`src/verilog/pcs_defs.vh`:
```
/*
  constants for the program counter, return stack and table read core.
  assumes a 13-bit program space of 16-bit words and an 8-level stack.
*/
`ifndef PCS_DEFS_VH
`define PCS_DEFS_VH
`define PCS_PC_W 13
`define PCS_PAGE_W 8
`define PCS_HI_W 5
`define PCS_WORD_W 16
`define PCS_DEPTH 8
`define PCS_SP_W 3
`define PCS_RESET_VECTOR 13'h0000
`define PCS_SP_RESET 3'h0
`define PCS_TBL_RESET 8'h00
`define PCS_PHASE_W 2
`define PCS_PHASE_T1 2'h0
`define PCS_PHASE_T4 2'h3
`define PCS_OP_W 3
`define PCS_OP_NONE 3'h0
`define PCS_OP_JUMP 3'h1
`define PCS_OP_CALL 3'h2
`define PCS_OP_RET 3'h3
`define PCS_OP_RETURN_FROM_INTERRUPT 3'h4
`define PCS_OP_SKIP 3'h5
`define PCS_OP_TBLRD 3'h6
`define PCS_OP_TBLRD_LAST 3'h7
`define PCS_LAST_PAGE 5'h1f
`endif

```
`src/verilog/pcs_core.v`:
```
/*
  pcs_core: program counter, phase sequencer, return stack use,
  skip and branch dummy cycles, table reads and status flag capture.
  assumes the decoder presents op_code/op_target during t4 of the
  executing cycle and that program memory returns a word combinationally
  on mem_data for mem_addr.
*/
`timescale 1ns/100ps
`include "pcs_defs.vh"
module pcs_core (
  input wire clk, // system clock, 40 MHz
  input wire srst, // synchronous reset, active high
  input wire [2:0] op_code, // decoded operation of the executing instruction
  input wire [12:0] op_target, // jump or call target address
  input wire skip_met, // skip condition true for a skip operation
  input wire irq_pending, // enabled interrupt request is latched
  input wire [12:0] irq_vector, // interrupt entry address
  input wire pcl_wr, // software write to pc_low_byte
  input wire [7:0] pcl_wdata, // data for pc_low_byte
  input wire tdh_wr, // software write to table_data_high
  input wire [7:0] tdh_wdata, // data for table_data_high
  input wire tpl_wr, // software write to table_ptr_low
  input wire tph_wr, // software write to table_ptr_high
  input wire [7:0] tp_wdata, // data for either table pointer byte
  input wire alu_valid, // alu result ready this cycle
  input wire [3:0] alu_flags, // carry, aux carry, zero, overflow from the alu
  input wire [15:0] mem_data, // program memory word
  output wire [12:0] mem_addr, // program memory address
  output reg [15:0] instr, // fetched instruction word
  output reg instr_valid, // instr is real, not a dummy
  output wire [1:0] phase, // current phase phase_clocks
  output wire [7:0] pc_low_byte, // readable low counter byte
  output reg [7:0] table_data_high, // high byte of last table read
  output reg [7:0] tbl_low_data, // low byte of last table read
  output reg tbl_low_valid, // pulse: tbl_low_data to be written to target
  output reg irq_ack, // pulse: interrupt acknowledged
  output reg [3:0] status_flags, // status register flag field
  output wire stack_full // return stack full
);
  reg [12:0] pc;
  reg [1:0] ph;
  reg dummy;
  reg tbl_busy;
  reg tbl_last;
  reg [7:0] table_ptr_low;
  reg [7:0] table_ptr_high;
  reg [12:0] next_pc;
  reg next_dummy;
  reg push;
  reg pop;
  wire [12:0] top_addr;
  wire stk_empty;
  wire t4;
  wire [12:0] tbl_addr;
  wire take_irq;
  wire start_tbl;
  //////////////////////////////////////////////////////////////////////////////
  // return stack, invisible to software
  pcs_stack u_stack (
    .clk(clk),
    .srst(srst),
    .push(push),
    .pop(pop),
    .push_addr(pc),
    .top_addr(top_addr),
    .full(stack_full),
    .empty(stk_empty)
  );
  //////////////////////////////////////////////////////////////////////////////
  // phase sequencer: one pass of four phases is an instruction cycle
  always @(posedge clk)
  begin
    if (srst)
    begin
      ph <= `PCS_PHASE_T1;
    end
    else
    begin
      ph <= ph + 2'h1;
    end
  end
  assign phase = ph;
  assign t4 = (ph == `PCS_PHASE_T4);
  //////////////////////////////////////////////////////////////////////////////
  // table address: pointer high supplies the upper five bits, PCS_LAST_PAGE when tbl_last is set
  assign tbl_addr = tbl_last ? {`PCS_LAST_PAGE, table_ptr_low}
                             : {table_ptr_high[4:0], table_ptr_low};
  // memory serves fetches unless a table read owns the second cycle
  assign mem_addr = tbl_busy ? tbl_addr : pc;
  assign pc_low_byte = pc[7:0];
  //////////////////////////////////////////////////////////////////////////////
  // both table read codes share one decode, used by the start logic
  function is_table_op;
    input [2:0] code;
    begin
      is_table_op = (code == `PCS_OP_TBLRD) || (code == `PCS_OP_TBLRD_LAST);
    end
  endfunction
  //////////////////////////////////////////////////////////////////////////////
  // interrupt entry: only at t4 of a real cycle with no low byte write.
  // a full stack holds the request back; the requester keeps it pending,
  // so it is served at the first real cycle after a return frees a level.
  assign take_irq = t4 && !tbl_busy && !pcl_wr && irq_pending && !stack_full && !dummy;
  // table read starts only from a real instruction, never from a dummy slot
  assign start_tbl = t4 && !tbl_busy && !pcl_wr && !dummy && is_table_op(op_code);
  //////////////////////////////////////////////////////////////////////////////
  // next counter value, decided at the end of each instruction cycle
  always @*
  begin
    next_pc = pc + 13'h1;
    next_dummy = 1'b0;
    push = 1'b0;
    pop = 1'b0;
    if (t4 && !tbl_busy)
    begin
      if (pcl_wr)
      begin
        next_pc = {pc[12:8], pcl_wdata};
        next_dummy = 1'b1;
      end
      else if (take_irq)
      begin
        next_pc = irq_vector;
        next_dummy = 1'b1;
        push = 1'b1;
      end
      // a dummy cycle executes nothing, whatever the decoder shows
      else if (!dummy)
      begin
        case (op_code)
          `PCS_OP_JUMP:
          begin
            next_pc = op_target;
            next_dummy = 1'b1;
          end
          `PCS_OP_CALL:
          begin
            next_pc = op_target;
            next_dummy = 1'b1;
            push = 1'b1;
          end
          `PCS_OP_RET, `PCS_OP_RETURN_FROM_INTERRUPT:
          begin
            next_pc = top_addr;
            next_dummy = 1'b1;
            pop = !stk_empty;
          end
          `PCS_OP_SKIP:
          begin
            if (skip_met)
            begin
              next_dummy = 1'b1;
            end
          end
          default:
          begin
            next_dummy = 1'b0;
          end
        endcase
      end
    end
  end
  //////////////////////////////////////////////////////////////////////////////
  // counter steps at the start of t1, the fetch phase
  always @(posedge clk)
  begin
    if (srst)
    begin
      pc <= `PCS_RESET_VECTOR;
      dummy <= 1'b1;
      irq_ack <= 1'b0;
      instr <= 16'h0000;
      instr_valid <= 1'b0;
    end
    else
    begin
      // acknowledge pulses on the edge that loads the vector
      irq_ack <= take_irq;
      if (t4 && !tbl_busy)
      begin
        pc <= next_pc;
        dummy <= next_dummy;
        instr <= mem_data;
        // the word fetched now is discarded when the next cycle is a dummy
        instr_valid <= !next_dummy;
      end
      else if (t4)
      begin
        instr_valid <= 1'b0;
      end
    end
  end
  //////////////////////////////////////////////////////////////////////////////
  // table read: second instruction cycle reads the pointed word
  always @(posedge clk)
  begin
    if (srst)
    begin
      tbl_busy <= 1'b0;
      tbl_last <= 1'b0;
      table_data_high <= `PCS_TBL_RESET;
      tbl_low_data <= `PCS_TBL_RESET;
      tbl_low_valid <= 1'b0;
    end
    else
    begin
      tbl_low_valid <= 1'b0;
      // software save and restore of the high byte; a completing read wins
      if (tdh_wr)
      begin
        table_data_high <= tdh_wdata;
      end
      if (t4 && tbl_busy)
      begin
        tbl_busy <= 1'b0;
        tbl_low_data <= mem_data[7:0];
        table_data_high <= mem_data[15:8];
        tbl_low_valid <= 1'b1;
      end
      else if (start_tbl)
      begin
        tbl_busy <= 1'b1;
        tbl_last <= (op_code == `PCS_OP_TBLRD_LAST);
      end
    end
  end
  //////////////////////////////////////////////////////////////////////////////
  // table pointer bytes, software written
  always @(posedge clk)
  begin
    if (srst)
    begin
      table_ptr_low <= `PCS_TBL_RESET;
      table_ptr_high <= `PCS_TBL_RESET;
    end
    else
    begin
      if (tpl_wr)
      begin
        table_ptr_low <= tp_wdata;
      end
      if (tph_wr)
      begin
        table_ptr_high <= tp_wdata;
      end
    end
  end
  //////////////////////////////////////////////////////////////////////////////
  // status flags follow each alu result
  always @(posedge clk)
  begin
    if (srst)
    begin
      status_flags <= 4'h0;
    end
    else if (alu_valid)
    begin
      status_flags <= alu_flags;
    end
  end
endmodule // pcs_core

```
`src/verilog/pcs_stack.v`:
```
/*
  pcs_stack: 8-level return address stack of program counter values.
  assumes the parent never pushes and pops in the same cycle.
*/
`timescale 1ns/100ps
`include "pcs_defs.vh"
module pcs_stack (
  input wire clk, // system clock
  input wire srst, // synchronous reset, active high
  input wire push, // store push_addr on top
  input wire pop, // remove top entry
  input wire [12:0] push_addr, // address to save
  output wire [12:0] top_addr, // most recently saved address
  output reg full, // all levels hold an address
  output reg empty // no level holds an address
);
  reg [12:0] level [0:`PCS_DEPTH-1];
  reg [2:0] sp;
  reg [3:0] count;
  //////////////////////////////////////////////////////////////////////////////
  // top entry sits just below the write pointer
  assign top_addr = level[sp - 3'h1];
  //////////////////////////////////////////////////////////////////////////////
  // circular storage: a push when full overwrites the oldest entry
  always @(posedge clk)
  begin
    if (push)
    begin
      level[sp] <= push_addr;
    end
  end
  //////////////////////////////////////////////////////////////////////////////
  // pointer and occupancy; reset leaves the stack empty
  always @(posedge clk)
  begin
    if (srst)
    begin
      sp <= `PCS_SP_RESET;
      count <= 4'h0;
      full <= 1'b0;
      empty <= 1'b1;
    end
    else if (push)
    begin
      sp <= sp + 3'h1;
      if (count != 4'h8)
      begin
        count <= count + 4'h1;
      end
      full <= (count >= 4'h7);
      empty <= 1'b0;
    end
    else if (pop && count != 4'h0)
    begin
      sp <= sp - 3'h1;
      count <= count - 4'h1;
      full <= 1'b0;
      empty <= (count == 4'h1);
    end
  end
endmodule // pcs_stack

```
`config.mk`:
```
export PLATFORM = sky130hd
export DESIGN_NAME = pcs_core
export DESIGN_NICKNAME = d
export VERILOG_FILES = /design/src/verilog/pcs_core.v /design/src/verilog/pcs_stack.v
export VERILOG_INCLUDE_DIRS = /design/src /design/src/verilog
export SDC_FILE = /design/constraint.sdc
export NUM_CORES = 1
export LEC_CHECK = 0
export ABC_AREA = 1
export BUFFER_PORTS_ARGS = -buffer_cell sky130_fd_sc_hd__buf_2
export CAP_MARGIN = 20
export CORE_ASPECT_RATIO = 0.7
export CORE_UTILIZATION = 51
export DETAILED_ROUTE_END_ITERATION = 6
export MAX_ROUTING_LAYER = met4
export PLACE_DENSITY_LB_ADDON = 0.05
export SLEW_MARGIN = 10
export SYNTH_ARGS = -nofsm -noshare
export SYNTH_HDL_FRONTEND = slang
export SYNTH_SLANG_ARGS = --single-unit
```
`constraint.sdc`:
```
create_clock -name clk -period 2.6 [get_ports clk]
set_input_delay 0.65 -clock clk [delete_from_list [all_inputs] [get_ports clk]]
set_output_delay 0.65 -clock clk [all_outputs]
set_load 0.03 [all_outputs]
```
==> flow_summary.json <==
{
  "fp.coreArea_um2": 15600,
  "drc": 0,
  "total_power_uw": 6110,
  "rsz0062_at_grt": "false",
  "ys_types": 40,
  "avgRoutedWirePerCell_um": 16.7,
  "slowest_delay_ns": 0.61,
  "slew_headroom_pct": 51.6,
  "synth-main-ff-cell": "edfxtp_1",
  "htreeDepth": 4,
  "synth_cells": 933,
  "fillers": 1370,
  "hold_buffers": 0,
  "die_h_um": 109,
  "fin_worst_skew_ns": 0.00917,
  "cp_max_fo": 10,
  "portBuffers": 144,
  "cts_root_buf": "clkbuf_16",
  "max_freq_mhz": 430,
  "min_period_ns": 2.33,
  "r2r_slack_ns": 0.49,
  "drive_gt1_share_pct": 21.8,
  "worstMarginPinSlew_ns": 0.725,
  "p_leak_uw": 0.00437,
  "via_per_inst": 5.29,
  "min_path_type": "in2reg",
  "gp_congestion": 0.827,
  "cp.arrival_ns": 1.68,
  "layout.nets": 1169,
  "met2WireLength_mm": 9.05,
  "synth.largest_area_cell": "edfxtp_1",
  "tritoncts": "built",
  "wl_met3_mm": 1.78,
  "post-cts-setup-buffers": 0,
  "clockBufferDepth": 2,
  "ir_worst_vdd_mv": 0.386,
  "setup.worst_path.class": "reg2out",
  "end_kind": "output port",
  "setup_viol": 0,
  "cts_buffers": 17,
  "yosysWarnings": 0,
  "clock_sinks": 183,
  "rr_worst_depth": 10,
  "hp-start": "tp_wdata[7]",
  "hold_path_depth": 3,
  "finalHoldViolations": 0,
  "wl_mm": 21.6,
  "synth_seq_area_share_pct": 56.9,
  "pin_count": 145,
  "antenna_found_initial": 0,
  "slew_violations": 0,
  "maxCapViolCount": 0,
  "overflow": 0,
  "fin_crit_sh_pct": 89.5,
  "power_density_nw_per_um2": 620,
  "reg2reg_from": "u_stack.sp[1]",
  "cp_cell_sequence": "inv_1 > o21ai_0 > buf_2",
  "drt_pass1_iterations": 5,
  "pre_cts_ws_ns": 0.404,
  "ant_nets": 0,
  "first_iter_violations": 622,
  "utilization_pct": 62.9,
  "cpMaxStageDelayCell": "dfxtp_1",
  "met1_length_mm": 10.6,
  "cts_resized": 0,
  "timing.rr.end": "pc[2]",
  "ys_top_cells_by_count": "nand2_1 (175), nor2_1 (160), edfxtp_1 (104)",
  "setup_tns_ns": 0,
  "detailed_place_hpwl_mm": 15.3,
  "syn_area_um2": 8270,
  "yosys-top-cells-area": "edfxtp_1 (38%), dfxtp_1 (19%), nand2_1 (7.9%), nor2_1 (7.3%), o21ai_0 (6.1%)",
  "start_kind": "flop",
  "num_rows": 38,
  "diodes": 0,
  "grt_pass1_vias": 6042,
  "clock_latency_ns": 0.44,
  "start_util_pct": 52.8,
  "min_to": "table_ptr_low[7]",
  "grt_use_total_pct": 27.1,
  "synth-async-reset-ratio_pct": 0,
  "syn2layout_area_growth_pct": 19.1,
  "fin_ws_ns": 0.274,
  "avgSynthCellArea_um2": 8.86,
  "hold_ws_ns": 0.431,
  "required_ns": 1.95,
  "synth_edf_count": 104,
  "grt_max_degree": 57,
  "routed.top_layer": "met4",
  "synth.most_common_cell": "nand2_1",
  "ys_ff_latch": 183,
  "run_status": "complete, no violations",
  "path_clk_slew_ns": 0.07,
  "dieArea_um2": 16700,
  "grt_pass1_wl_mm": 32.8,
  "die_w_um": 154,
  "vias": 6831,
  "synth_top_area_share_pct": 37.8,
  "synth_nets": 1023
}
cells by family after synthesis:
kind of cell	after synthesis	share of synthesized area, %
XOR/XNOR	12	1.45
AND/OR/NAND/NOR	431	22.0
multiplexers	8	0.969
adder cells (fa/ha/maj)	8	1.21
flip-flops	183	56.9
AO/OA/AOI/OAI	173	11.0
buffers and inverters	118	6.46
per-layer routing:
metal  vias up  track usage (%)
li1       3410                -
met1      3147             40.2
met2       256             36.9
met3        18             6.69
met4         0             6.21
met5         -                -
critical path: cells and delay by family (launching register included):
kind	cells	cell delay [ns]
AOI/OAI and AO/OA	1	0.20
DFF	1	0.61
buffers and inverters	2	0.43
state kept, by name (all words and copies together) (netlist names), 3 cells and up:
signal,count
instr,16
tbl_low_data,8
table_ptr_high,5
status_flags,4
pc,13
table_ptr_low,8
table_data_high,8
u_stack.count,4
u_stack.level,104
u_stack.sp,3
where the power goes:
part	total (uW)	internal [uW]	switching (uW)
logic	384	132	253
clock network	2620	1440	1180
registers	3110	3080	26.3
total	6110	4650	1460
how the worst max path moves through the flow:
stage	start	end	slack (ns)	cells after the start
global placement	irq_pending	u_stack.sp[0]	0.40	11
detailed placement	irq_pending	u_stack.sp[0]	0.40	11
CTS	pc[9]	mem_addr[9]	0.29	3
global route	pc[9]	mem_addr[9]	0.18	3
finish	pc[11]	mem_addr[11]	0.27	3
floorplan	phase[0]	u_stack.level[0][0]	-0.20	9
placed cells by master, fill, tap and decap left out, drive strengths merged:
cell type / Yosys / final
xor2: 10 / 10
bufinv: 0 / 2
nor2: 164 / 164
nand3: 69 / 69
o211ai: 1 / 1
clkinvlp: 0 / 2
o21ai: 108 / 108
nand2: 181 / 181
a21oi: 45 / 45
and3: 1 / 1
buf: 38 / 181
nand4: 4 / 4
dfxtp: 79 / 79
or2: 1 / 1
o311ai: 1 / 1
and2: 1 / 1
edfxtp: 104 / 104
xnor2: 2 / 2
ha: 8 / 8
mux2i: 8 / 8
clkinv: 0 / 4
a31oi: 10 / 10
inv: 64 / 71
clkbuf: 16 / 17
nor3: 10 / 10
o22ai: 8 / 8
stage by stage:
stage / cells / area [um^2]
final: 1292 / 9850
after global routing: 1292 / 9850
after CTS: 1292 / 9850
after detailed placement: 1260 / 9260
after global placement: 1260 / 9260
after floorplan: 933 / 8270
cell type report:
cell class | count | area, um^2 | area share (%)
clock buffers | 17 | 425 | 4.32
clock inverters | 15 | 165 | 1.68
inverters | 64 | 245 | 2.49
multi-input cells | 632 | 3060 | 31.0
flip-flops and latches | 183 | 4710 | 47.8
well taps | 200 | 250 | 2.54
repair buffers | 181 | 998 | 10.1
(Power assumes the default switching activity.)
